===== src/bcc_map.vh =====
// Register map, reset values and timing constants of the boost control.
`ifndef BCC_MAP_VH
`define BCC_MAP_VH

// Register addresses.
`define BCC_ENABLES_ADDR 8'h08
`define BCC_VCODE_ADDR 8'h0D
`define BCC_FREQ_ADDR 8'h0E
`define BCC_STATUS_ADDR 8'h0F

// Reset values.
`define BCC_ENABLES_RST 8'h00
`define BCC_VCODE_RST 8'h3F
`define BCC_FREQ_RST 8'h07
`define BCC_VSTEP_RST 4'h6
`define BCC_FSEL_OH_RST 3'h4

// Field positions in the enables register.
`define BCC_EN_BOOST_BIT 5
`define BCC_EN_AUTOLOAD_BIT 4
`define BCC_RGB_SEL_HI 7
`define BCC_RGB_SEL_LO 6

// Field positions in the frequency register.
`define BCC_FSEL_HI 2
`define BCC_FSEL_LO 0

// Status register fields.
`define BCC_ST_OFF_BIT 0
`define BCC_ST_SOFT_BIT 1
`define BCC_ST_RUN_BIT 2
`define BCC_ST_GATE_BIT 3

// Clock rate and time figures.
`define BCC_CLK_KHZ 250000
`define BCC_CLK_PS 4000
`define BCC_F_HI_KHZ 2000
`define BCC_F_MID_KHZ 1670
`define BCC_F_LO_KHZ 1000
`define BCC_MIN_PULSE_PS 25000
`define BCC_SOFT_START_MS 10
`define BCC_DUTY_MAX_PCT 85

// Derived cycle counts; a least time rounds up.
`define BCC_MIN_PULSE_CYC ((`BCC_MIN_PULSE_PS + `BCC_CLK_PS - 1) / `BCC_CLK_PS)
`define BCC_SOFT_START_CYC (`BCC_SOFT_START_MS * `BCC_CLK_KHZ)
`define BCC_PER_HI_CYC (`BCC_CLK_KHZ / `BCC_F_HI_KHZ)
`define BCC_PER_MID_CYC (`BCC_CLK_KHZ / `BCC_F_MID_KHZ)
`define BCC_PER_LO_CYC (`BCC_CLK_KHZ / `BCC_F_LO_KHZ)

`endif


===== src/bcc_ctrl.v =====
// Digital control of the magnetic boost converter feeding the LED drivers.
`timescale 1ns/100ps
`include "bcc_map.vh"

module bcc_ctrl #(
	parameter SS_CYC = `BCC_SOFT_START_CYC,
	parameter DUTY_PCT = `BCC_DUTY_MAX_PCT
) (
	// Clock and reset.
	input wire clk,
	input wire nrst,
	// Register port.
	input wire [7:0] reg_addr,
	input wire [7:0] reg_wdata,
	input wire reg_wr,
	input wire reg_rd,
	output reg [7:0] reg_rdata,
	// Analog comparator flags, asynchronous to clk.
	input wire fb_low_async,
	input wire ipk_trip_async,
	// Converter controls.
	output wire sw_gate,
	output reg [3:0] vout_step,
	output reg [2:0] freq_sel_oh,
	output reg pfm_mode,
	output reg pwm_mode,
	output reg active_load_en,
	output reg leds_blank,
	output reg [1:0] rgb_sel
);

	localparam PW = 9;
	// Cycle counts are worked out at full integer width and then cut to
	// the counter width on purpose; the longest period still fits.
	localparam PER_HI_N = `BCC_PER_HI_CYC;
	localparam PER_MID_N = `BCC_PER_MID_CYC;
	localparam PER_LO_N = `BCC_PER_LO_CYC;
	localparam MAX_HI_N = (PER_HI_N * DUTY_PCT) / 100;
	localparam MAX_MID_N = (PER_MID_N * DUTY_PCT) / 100;
	localparam MAX_LO_N = (PER_LO_N * DUTY_PCT) / 100;
	localparam [PW-1:0] PER_HI = PER_HI_N[PW-1:0];
	localparam [PW-1:0] PER_MID = PER_MID_N[PW-1:0];
	localparam [PW-1:0] PER_LO = PER_LO_N[PW-1:0];
	localparam [PW-1:0] MAX_HI = MAX_HI_N[PW-1:0];
	localparam [PW-1:0] MAX_MID = MAX_MID_N[PW-1:0];
	localparam [PW-1:0] MAX_LO = MAX_LO_N[PW-1:0];
	localparam [31:0] SS_LAST = SS_CYC - 1;

	// Sequencer states.
	localparam [2:0] ST_OFF = 3'b001;
	localparam [2:0] ST_SOFT = 3'b010;
	localparam [2:0] ST_RUN = 3'b100;

	reg [7:0] enables_q;
	reg [7:0] vcode_q;
	reg [7:0] freq_q;
	reg [2:0] state_q;
	reg [2:0] state_d;
	reg [31:0] ss_cnt_q;
	reg fb_meta_q;
	reg fb_sync_q;
	reg ipk_meta_q;
	reg ipk_sync_q;
	reg [PW-1:0] period_q;
	reg [PW-1:0] max_on_q;
	reg [3:0] step_d;
	reg [7:0] status_d;
	wire en_boost;
	wire en_autoload;
	wire cyc_start;
	integer i;

	assign en_boost = enables_q[`BCC_EN_BOOST_BIT];
	assign en_autoload = enables_q[`BCC_EN_AUTOLOAD_BIT];

	// Two-flop synchronisers for the analog comparator flags.
	// Only the second flop of each pair is read, so a metastable first
	// stage never reaches the pulse logic.
	always @(posedge clk or negedge nrst) begin
		if (!nrst) begin
			fb_meta_q <= 1'b0;
			fb_sync_q <= 1'b0;
			ipk_meta_q <= 1'b0;
			ipk_sync_q <= 1'b0;
		end else begin
			fb_meta_q <= fb_low_async;
			fb_sync_q <= fb_meta_q;
			ipk_meta_q <= ipk_trip_async;
			ipk_sync_q <= ipk_meta_q;
		end
	end

	// Register writes; unmapped addresses are ignored.
	// Spare enables bits are stored so software reads back what it wrote.
	always @(posedge clk or negedge nrst) begin
		if (!nrst) begin
			enables_q <= `BCC_ENABLES_RST;
			vcode_q <= `BCC_VCODE_RST;
			freq_q <= `BCC_FREQ_RST;
		end else if (reg_wr) begin
			case (reg_addr)
				`BCC_ENABLES_ADDR: begin
					enables_q <= reg_wdata;
				end
				`BCC_VCODE_ADDR: begin
					vcode_q <= reg_wdata;
				end
				`BCC_FREQ_ADDR: begin
					freq_q <= reg_wdata;
				end
				default: begin
					enables_q <= enables_q;
				end
			endcase
		end
	end

	// Register reads are registered; unmapped reads return zero.
	always @(posedge clk or negedge nrst) begin
		if (!nrst) begin
			reg_rdata <= 8'h00;
		end else if (reg_rd) begin
			case (reg_addr)
				`BCC_ENABLES_ADDR: begin
					reg_rdata <= enables_q;
				end
				`BCC_VCODE_ADDR: begin
					reg_rdata <= vcode_q;
				end
				`BCC_FREQ_ADDR: begin
					reg_rdata <= freq_q;
				end
				`BCC_STATUS_ADDR: begin
					reg_rdata <= status_d;
				end
				default: begin
					reg_rdata <= 8'h00;
				end
			endcase
		end
	end

	// Status bits are placed by the map, so the layout has one owner.
	always @* begin
		status_d = 8'h00;
		status_d[`BCC_ST_OFF_BIT] = (state_q == ST_OFF);
		status_d[`BCC_ST_SOFT_BIT] = (state_q == ST_SOFT);
		status_d[`BCC_ST_RUN_BIT] = (state_q == ST_RUN);
		status_d[`BCC_ST_GATE_BIT] = sw_gate;
	end

	// Highest set bit wins.
	// Scanning upward lets the top set bit overwrite lower ones, so any
	// code lands on one of the nine documented steps.
	always @* begin
		step_d = 4'h0;
		for (i = 0; i < 8; i = i + 1) begin
			if (vcode_q[i]) begin
				step_d = i[3:0] + 4'h1;
			end
		end
	end

	// The reset step matches the reset code, so no other target is
	// requested for a cycle after reset.
	// Nine-step target output.
	always @(posedge clk or negedge nrst) begin
		if (!nrst) begin
			vout_step <= `BCC_VSTEP_RST;
		end else begin
			vout_step <= step_d;
		end
	end

	// Priority frequency decode.
	// Code 000 is not listed; it falls to the lowest frequency as the
	// gentlest setting. Period changes take effect at a cycle boundary so
	// no runt switching period is produced.
	always @(posedge clk or negedge nrst) begin
		if (!nrst) begin
			period_q <= PER_HI;
			max_on_q <= MAX_HI;
			freq_sel_oh <= `BCC_FSEL_OH_RST;
		end else if (cyc_start || state_q == ST_OFF) begin
			if (freq_q[`BCC_FSEL_HI]) begin
				period_q <= PER_HI;
				max_on_q <= MAX_HI;
				freq_sel_oh <= 3'b100;
			end else if (freq_q[`BCC_FSEL_HI-1]) begin
				period_q <= PER_MID;
				max_on_q <= MAX_MID;
				freq_sel_oh <= 3'b010;
			end else begin
				period_q <= PER_LO;
				max_on_q <= MAX_LO;
				freq_sel_oh <= 3'b001;
			end
		end
	end

	// Sequencer next state.
	// A disable during soft start drops straight to off, so a later
	// enable always restarts the full soft-start interval.
	always @* begin
		state_d = state_q;
		case (state_q)
			ST_OFF: begin
				if (en_boost) begin
					state_d = ST_SOFT;
				end
			end
			ST_SOFT: begin
				if (!en_boost) begin
					state_d = ST_OFF;
				end else if (ss_cnt_q >= SS_LAST) begin
					state_d = ST_RUN;
				end
			end
			ST_RUN: begin
				if (!en_boost) begin
					state_d = ST_OFF;
				end
			end
			default: begin
				state_d = ST_OFF;
			end
		endcase
	end

	// State register and the soft-start timer.
	always @(posedge clk or negedge nrst) begin
		if (!nrst) begin
			state_q <= ST_OFF;
			ss_cnt_q <= 32'h00000000;
		end else begin
			state_q <= state_d;
			if (state_q == ST_SOFT && state_d == ST_SOFT) begin
				ss_cnt_q <= ss_cnt_q + 32'h00000001;
			end else begin
				ss_cnt_q <= 32'h00000000;
			end
		end
	end

	// Mode outputs follow the next state so they change with state_q, one cycle before the gate.
	// The active load stays off while the converter is off, since there
	// is no excess charge to bleed and it would only waste current.
	always @(posedge clk or negedge nrst) begin
		if (!nrst) begin
			pfm_mode <= 1'b0;
			pwm_mode <= 1'b0;
			leds_blank <= 1'b0;
			active_load_en <= 1'b0;
			rgb_sel <= 2'b00;
		end else begin
			pfm_mode <= (state_d == ST_SOFT);
			pwm_mode <= (state_d == ST_RUN);
			leds_blank <= (state_d == ST_SOFT);
			active_load_en <= en_autoload & (state_d != ST_OFF);
			rgb_sel <= enables_q[`BCC_RGB_SEL_HI:`BCC_RGB_SEL_LO];
		end
	end

	// Pulse generator; PWM skipping is allowed only with the active load off,
	// since the load is what bleeds off the forced minimum pulses.
	bcc_pulse #(
		.PW(PW)
	) u_pulse (
		.clk(clk),
		.nrst(nrst),
		.run_en(state_q != ST_OFF),
		.pfm(state_q == ST_SOFT),
		.skip_ok(~en_autoload),
		.period(period_q),
		.max_on(max_on_q),
		.fb_low(fb_sync_q),
		.ipk_trip(ipk_sync_q),
		.sw_gate(sw_gate),
		.cyc_start(cyc_start)
	);

endmodule


===== src/bcc_pulse.v =====
// Switch pulse generator with minimum width and duty limit.
`timescale 1ns/100ps
`include "bcc_map.vh"

module bcc_pulse #(
	parameter PW = 9,
	parameter MIN_CYC = `BCC_MIN_PULSE_CYC
) (
	// Clock and reset.
	input wire clk,
	input wire nrst,
	// Control from the sequencer.
	input wire run_en,
	input wire pfm,
	input wire skip_ok,
	input wire [PW-1:0] period,
	input wire [PW-1:0] max_on,
	// Synchronised analog flags.
	input wire fb_low,
	input wire ipk_trip,
	// Switch drive.
	output reg sw_gate,
	output reg cyc_start
);

	reg [PW-1:0] cnt_q;
	reg [PW-1:0] on_q;
	wire last;
	wire fire;
	wire stop;

	assign last = (cnt_q >= period - {{(PW-1){1'b0}}, 1'b1});

	// Skip at light load only in PFM or when skip_ok is set.
	// In PWM a pulse is fired every cycle unless skipping is allowed and
	// the output is already high; PFM fires only when the output sags.
	assign fire = pfm ? fb_low : (fb_low | ~skip_ok);

	// Digital duty limit.
	// The peak-current trip is ignored until the minimum width has passed,
	// so a noisy early trip can never shorten the pulse below it.
	assign stop = (on_q >= max_on - {{(PW-1){1'b0}}, 1'b1}) |
		(ipk_trip & (on_q >= MIN_CYC[PW-1:0] - {{(PW-1){1'b0}}, 1'b1}));

	always @(posedge clk or negedge nrst) begin
		if (!nrst) begin
			cnt_q <= {PW{1'b0}};
			cyc_start <= 1'b0;
		end else if (!run_en) begin
			cnt_q <= {PW{1'b0}};
			cyc_start <= 1'b0;
		end else begin
			cnt_q <= last ? {PW{1'b0}} : cnt_q + {{(PW-1){1'b0}}, 1'b1};
			cyc_start <= last;
		end
	end

	always @(posedge clk or negedge nrst) begin
		if (!nrst) begin
			sw_gate <= 1'b0;
			on_q <= {PW{1'b0}};
		end else if (!run_en) begin
			sw_gate <= 1'b0;
			on_q <= {PW{1'b0}};
		end else if (cnt_q == {PW{1'b0}}) begin
			sw_gate <= fire;
			on_q <= {PW{1'b0}};
		end else if (sw_gate) begin
			sw_gate <= ~stop;
			on_q <= on_q + {{(PW-1){1'b0}}, 1'b1};
		end
	end

endmodule


===== config.mk =====
export PLATFORM = sky130hd
export DESIGN_NAME = bcc_ctrl
export DESIGN_NICKNAME = d
export VERILOG_FILES = /design/src/bcc_ctrl.v /design/src/bcc_pulse.v
export VERILOG_INCLUDE_DIRS = /design/src /design/src/src
export SDC_FILE = /design/constraint.sdc
export NUM_CORES = 1
export LEC_CHECK = 0
export BUFFER_PORTS_ARGS = -buffer_cell sky130_fd_sc_hd__buf_4
export CAP_MARGIN = 5
export CORE_ASPECT_RATIO = 1.75
export CORE_MARGIN = 2
export CORE_UTILIZATION = 60
export DETAILED_ROUTE_END_ITERATION = 7
export PLACE_DENSITY_LB_ADDON = 0.1
export SLEW_MARGIN = 20
export SYNTH_ARGS = -nofsm -noshare
export SYNTH_HDL_FRONTEND = slang
export SYNTH_HIERARCHICAL = 1
export SYNTH_SLANG_ARGS = --single-unit

===== constraint.sdc =====
create_clock -name clk -period 3.6 [get_ports clk]
set_clock_uncertainty 0.1 [all_clocks]
set_input_delay 0.54 -clock clk [delete_from_list [all_inputs] [get_ports clk]]
set_output_delay 0.54 -clock clk [all_outputs]
set_load 0.02 [all_outputs]

==> key figures <==
Yosys
  • Dominant combinational cell family by area after synthesis: simple AND/OR/NAND/NOR gates
  • Proportion of synthesized chip area in sequential cells: about half
  • Main area contributors after synthesis: sky130_fd_sc_hd__dfrtp_1, sky130_fd_sc_hd__dfstp_2, sky130_fd_sc_hd__ha_1
  • Post-synthesis average cell area: 11.23 um^2
  • Post-Synthesis Cells: between 400 and 500
  • Leading area contributor after synthesis: sky130_fd_sc_hd__dfrtp_1
  • Count of flip-flops with a built-in enable after synthesis: 0
  • Most repeated cell in the gate-level netlist after synthesis: sky130_fd_sc_hd__dfrtp_1
  • XOR/XNOR Fraction of Synth Area: 6.458%
  • Post-synth top cells: sky130_fd_sc_hd__dfrtp_1, sky130_fd_sc_hd__nor2_1, sky130_fd_sc_hd__inv_1, sky130_fd_sc_hd__ha_1, sky130_fd_sc_hd__xor2_1
  • Post-Syn Area: 5560 um^2
  • Compound-cell area share of the yosys netlist: between 10% and 20%
  • Number of synthesized register bits: about 110
  • Multiplexer fraction of the synthesized cell area: under 10%
  • Flip-flop cell with the highest count after synthesis: sky130_fd_sc_hd__dfrtp_1
  • Simple-Gate Fraction of Synth Area: ~18%
  • Number of warnings printed during yosys synthesis: 6
  • Proportion of register bits with asynchronous set or reset after synthesis: 100.0%
  • Area share of the largest cell type after synthesis: approximately two fifths
  • Adder and majority gate portion of the synthesized area: roughly 5.6%
  • Number of different library cells in the post-synthesis netlist: 66

Routing
  • DRC marker count from the first detailed-route iteration: 170
  • Detailed Routing Iterations Pass 1: 4
  • Post-detailed-route via-to-cell ratio: between 5 and 6
  • Routed WL: 11,190 um
  • Antenna Violating Nets Remaining: 0
  • Via count: between 3,000 and 4,000
  • Post-DR wirelength/cell: between 15 and 20 um
  • DRC violations left: 0

Floorplan
  • Die Span Y: ~130 um
  • Area of the core: 9036 um^2
  • Horizontal extent of the die: between 70 and 80 um
  • Number of placed I/O pins: between 40 and 50
  • Area of the die: 10,080 um^2
  • Placement Rows: between 40 and 50
  • Initial Util: 61.53%

Worst setup path
  • Category of the critical setup timing path: flip-flop to flip-flop
  • Critical path required time: around 3800 ps
  • Critical Path Sink Type: flip-flop
  • CP startpoint kind: flip-flop
  • Crit path DAT: ~2900 ps
  • Worst Path Max Fanout: 18

Clock network
  • H-Tree Depth: 3
  • Clk_lat worst skew: ~340 ps
  • Number of clock buffers inserted by TritonCTS: 9
  • Number of gates given a new drive strength after cts: 0
  • Cell chosen for the clock root: sky130_fd_sc_hd__clkbuf_16
  • Clk slew on worst S/H paths: 70 ps
  • Number of clock sinks seen by CTS: approximately 110
  • Hold-fix buffers, CTS: 0
  • Max Buffers Root-to-Sink: 2
  • Post-CTS repair timing setup buffer count: 0
  • Clock tree from TritonCTS: done

Layout
  • Post-route standard cell area excluding fillers: between 6000 and 7000 um^2
  • Number of standard cells in the layout, taps in and fillers out: 684
  • Layout-stage area growth over the synthesis result: 15.10%
  • Post-layout utilization of the core: 70.83%
  • Nets: around 610
  • Share of final-layout standard cells stronger than drive strength 1: between 20 and 25%
  • Final-layout fill cell count: 700
  • Antenna cell count: 0

Timing
  • Number of setup violations in the final report: 0
  • Peak clock frequency supported by timing: roughly 370 MHz
  • Final count of hold timing violations: 0
  • Tightest hold margin: approximately 120 ps
  • RSZ-0062 raised after global routing: no
  • Transition time of the tightest slew-check pin: 657.5 ps
  • Pins Over Slew Limit: 0
  • Setup TNS: 0 ps
  • Headroom to the max-slew limit: a little under three fifths
  • Final critical-path required period: approximately 2700 ps
  • Part of the cycle the worst path needs: approximately 75%

Hold path
  • Worst hold path type: input port to async pin

Run status
  • Status: finished, final reports clean

Run
  • Max Cap Violations: 0

Global routing
  • Initial antenna violation count: 0
  • GR Util All Layers: roughly a quarter
  • Vias in the first global route: between 3,000 and 4,000
  • GR Overflow Total: 0
  • First-pass GRT wire length: around 19,000 um
  • Largest net degree at the start of global routing: 55

Pwr
  • Worst-case vdd ir drop: roughly 0.37 mV
  • Total leakage power: approximately 2.7 nW
  • Pwr per Cell Area: about 410 nW/um^2

Placement
  • Placer Congestion: 0.7922
  • Half-perimeter wire length after placement: roughly 8200 um
  • DP Cell Count: between 600 and 700
  • Placed Area: between 6000 and 7000 um^2
  • Count of port buffers added during placement: 43
layer usage:
metal	vias up	GRT usage [%]	part of all wire [%]
met2	46	42.69	56
met1	1966	27.77	40
met4	0	7.172	1.7
met5	-	0	0
li1	1921	-	-
met3	16	3.365	1.9
per-stage QoR:
stage | power [mW] | setup slack (ps)
final | 2.597 | 898.6
after floorplan | 1.450 | 1112
after global routing | 2.697 | 706.5
after detailed placement | 1.558 | 872.4
after CTS | 2.618 | 876.0
after global placement | 1.548 | 1013
layout by cell type, fill, tap and decap left out, types with 3 or more instances in the layout:
master / synthesis / final
sky130_fd_sc_hd__xnor2_1: 18 / 18
sky130_fd_sc_hd__inv_1: 26 / 26
sky130_fd_sc_hd__and2_1: 8 / 8
sky130_fd_sc_hd__mux2_1: 8 / 8
sky130_fd_sc_hd__a2bb2oi_1: 4 / 4
sky130_fd_sc_hd__or4_1: 8 / 8
sky130_fd_sc_hd__buf_4: 4 / 47
sky130_fd_sc_hd__a211o_1: 4 / 4
sky130_fd_sc_hd__o21ai_0: 11 / 11
sky130_fd_sc_hd__nor3_2: 13 / 13
sky130_fd_sc_hd__o22ai_1: 8 / 8
sky130_fd_sc_hd__dfstp_2: 15 / 15
sky130_fd_sc_hd__nand3_1: 13 / 13
sky130_fd_sc_hd__conb_1: 2 / 22
sky130_fd_sc_hd__nor3_1: 4 / 4
sky130_fd_sc_hd__and3_1: 5 / 5
sky130_fd_sc_hd__clkbuf_16: 0 / 9
sky130_fd_sc_hd__or3_1: 4 / 4
sky130_fd_sc_hd__nor2_1: 36 / 36
sky130_fd_sc_hd__a211oi_2: 7 / 7
sky130_fd_sc_hd__o31ai_1: 5 / 5
sky130_fd_sc_hd__and4_1: 5 / 5
sky130_fd_sc_hd__a21oi_1: 11 / 10
sky130_fd_sc_hd__nand2b_1: 3 / 3
sky130_fd_sc_hd__mux2_2: 17 / 17
sky130_fd_sc_hd__xor2_1: 23 / 23
sky130_fd_sc_hd__nor4_1: 7 / 7
sky130_fd_sc_hd__a22oi_1: 8 / 8
sky130_fd_sc_hd__a211oi_1: 8 / 8
sky130_fd_sc_hd__a22o_1: 5 / 5
sky130_fd_sc_hd__nor3b_1: 4 / 4
sky130_fd_sc_hd__dfrtp_1: 91 / 91
sky130_fd_sc_hd__nand4_1: 15 / 15
sky130_fd_sc_hd__ha_1: 25 / 25
sky130_fd_sc_hd__a32o_1: 3 / 3
sky130_fd_sc_hd__nor4b_1: 3 / 3
sky130_fd_sc_hd__nand2_1: 22 / 22
report_power, final:
| part | switching [mW] | total, mW | internal [mW] |
|---|---|---|---|
| clock network | 0.447 | 1.06 | 0.617 |
| logic | 0.140 | 0.252 | 0.112 |
| registers | 0.0430 | 1.28 | 1.24 |
| total | 0.630 | 2.60 | 1.97 |
cell families (layout without fill, tap and decap cells):
| logic type | Yosys count | in the layout |
|---|---|---|
| xor gates and xnor gates | 41 | 41 |
| and+or+nand+nor | 166 | 166 |
| buffers and inverters | 41 | 90 |
| other | 2 | 22 |
| adders and majority gates | 25 | 25 |
| DFF | 106 | 106 |
| AOI/OAI and AO/OA | 88 | 88 |
| muxes | 26 | 26 |
registers in the layout, indices dropped and copies added (netlist names), 2 cells and up:
| name | count |
|---|---|
| ss_cnt_q | 32 |
| u_pulse/cnt_q | 9 |
| u_pulse/on_q | 9 |
| enables_q | 8 |
| freq_q | 8 |
| reg_rdata | 8 |
| vcode_q | 8 |
| vout_step | 4 |
| freq_sel_oh | 3 |
| state_q | 3 |
| period_q | 2 |
| rgb_sel | 2 |
critical path, stage by stage (launching register included):
cell,delay [ps]
sky130_fd_sc_hd__dfstp_2,710
sky130_fd_sc_hd__inv_1,120
sky130_fd_sc_hd__ha_1,260
sky130_fd_sc_hd__nand2_1,80
sky130_fd_sc_hd__xor2_1,70
sky130_fd_sc_hd__ha_1,290
sky130_fd_sc_hd__a211oi_1,270
sky130_fd_sc_hd__nor2_1,110
sky130_fd_sc_hd__a2111oi_4,300
sky130_fd_sc_hd__o211ai_4,180
sky130_fd_sc_hd__nor2_1,150
final timing paths:
kind | depth (start not counted) | to | slack (ps) | start
min reg2reg | 0 | fb_sync_q | 270 | fb_meta_q
max | 10 | u_pulse/cnt_q[5] | 900 | period_q[2]
min in group clk | 1 | fb_meta_q | 200 | fb_low_async
min | 1 | vcode_q[7] | 120 | nrst
max reg2reg | 10 | u_pulse/cnt_q[5] | 900 | period_q[2]
max in group asynchronous | 2 | period_q[2] | 2520 | nrst
layout make-up:
class                           count  area [um^2]  area share (%)
Sequential cell                   106         2671           41.74
Clock inverter                      7        101.3           1.584
Multi-Input combinational cell    368         2781           43.46
Clock buffer                        9        225.2           3.519
Inverter                           26        97.59           1.525
Timing Repair Buffer               48        372.9           5.826
Tap cell                          120        150.1           2.346
No activity file was read; power rests on OpenSTA's default activity.
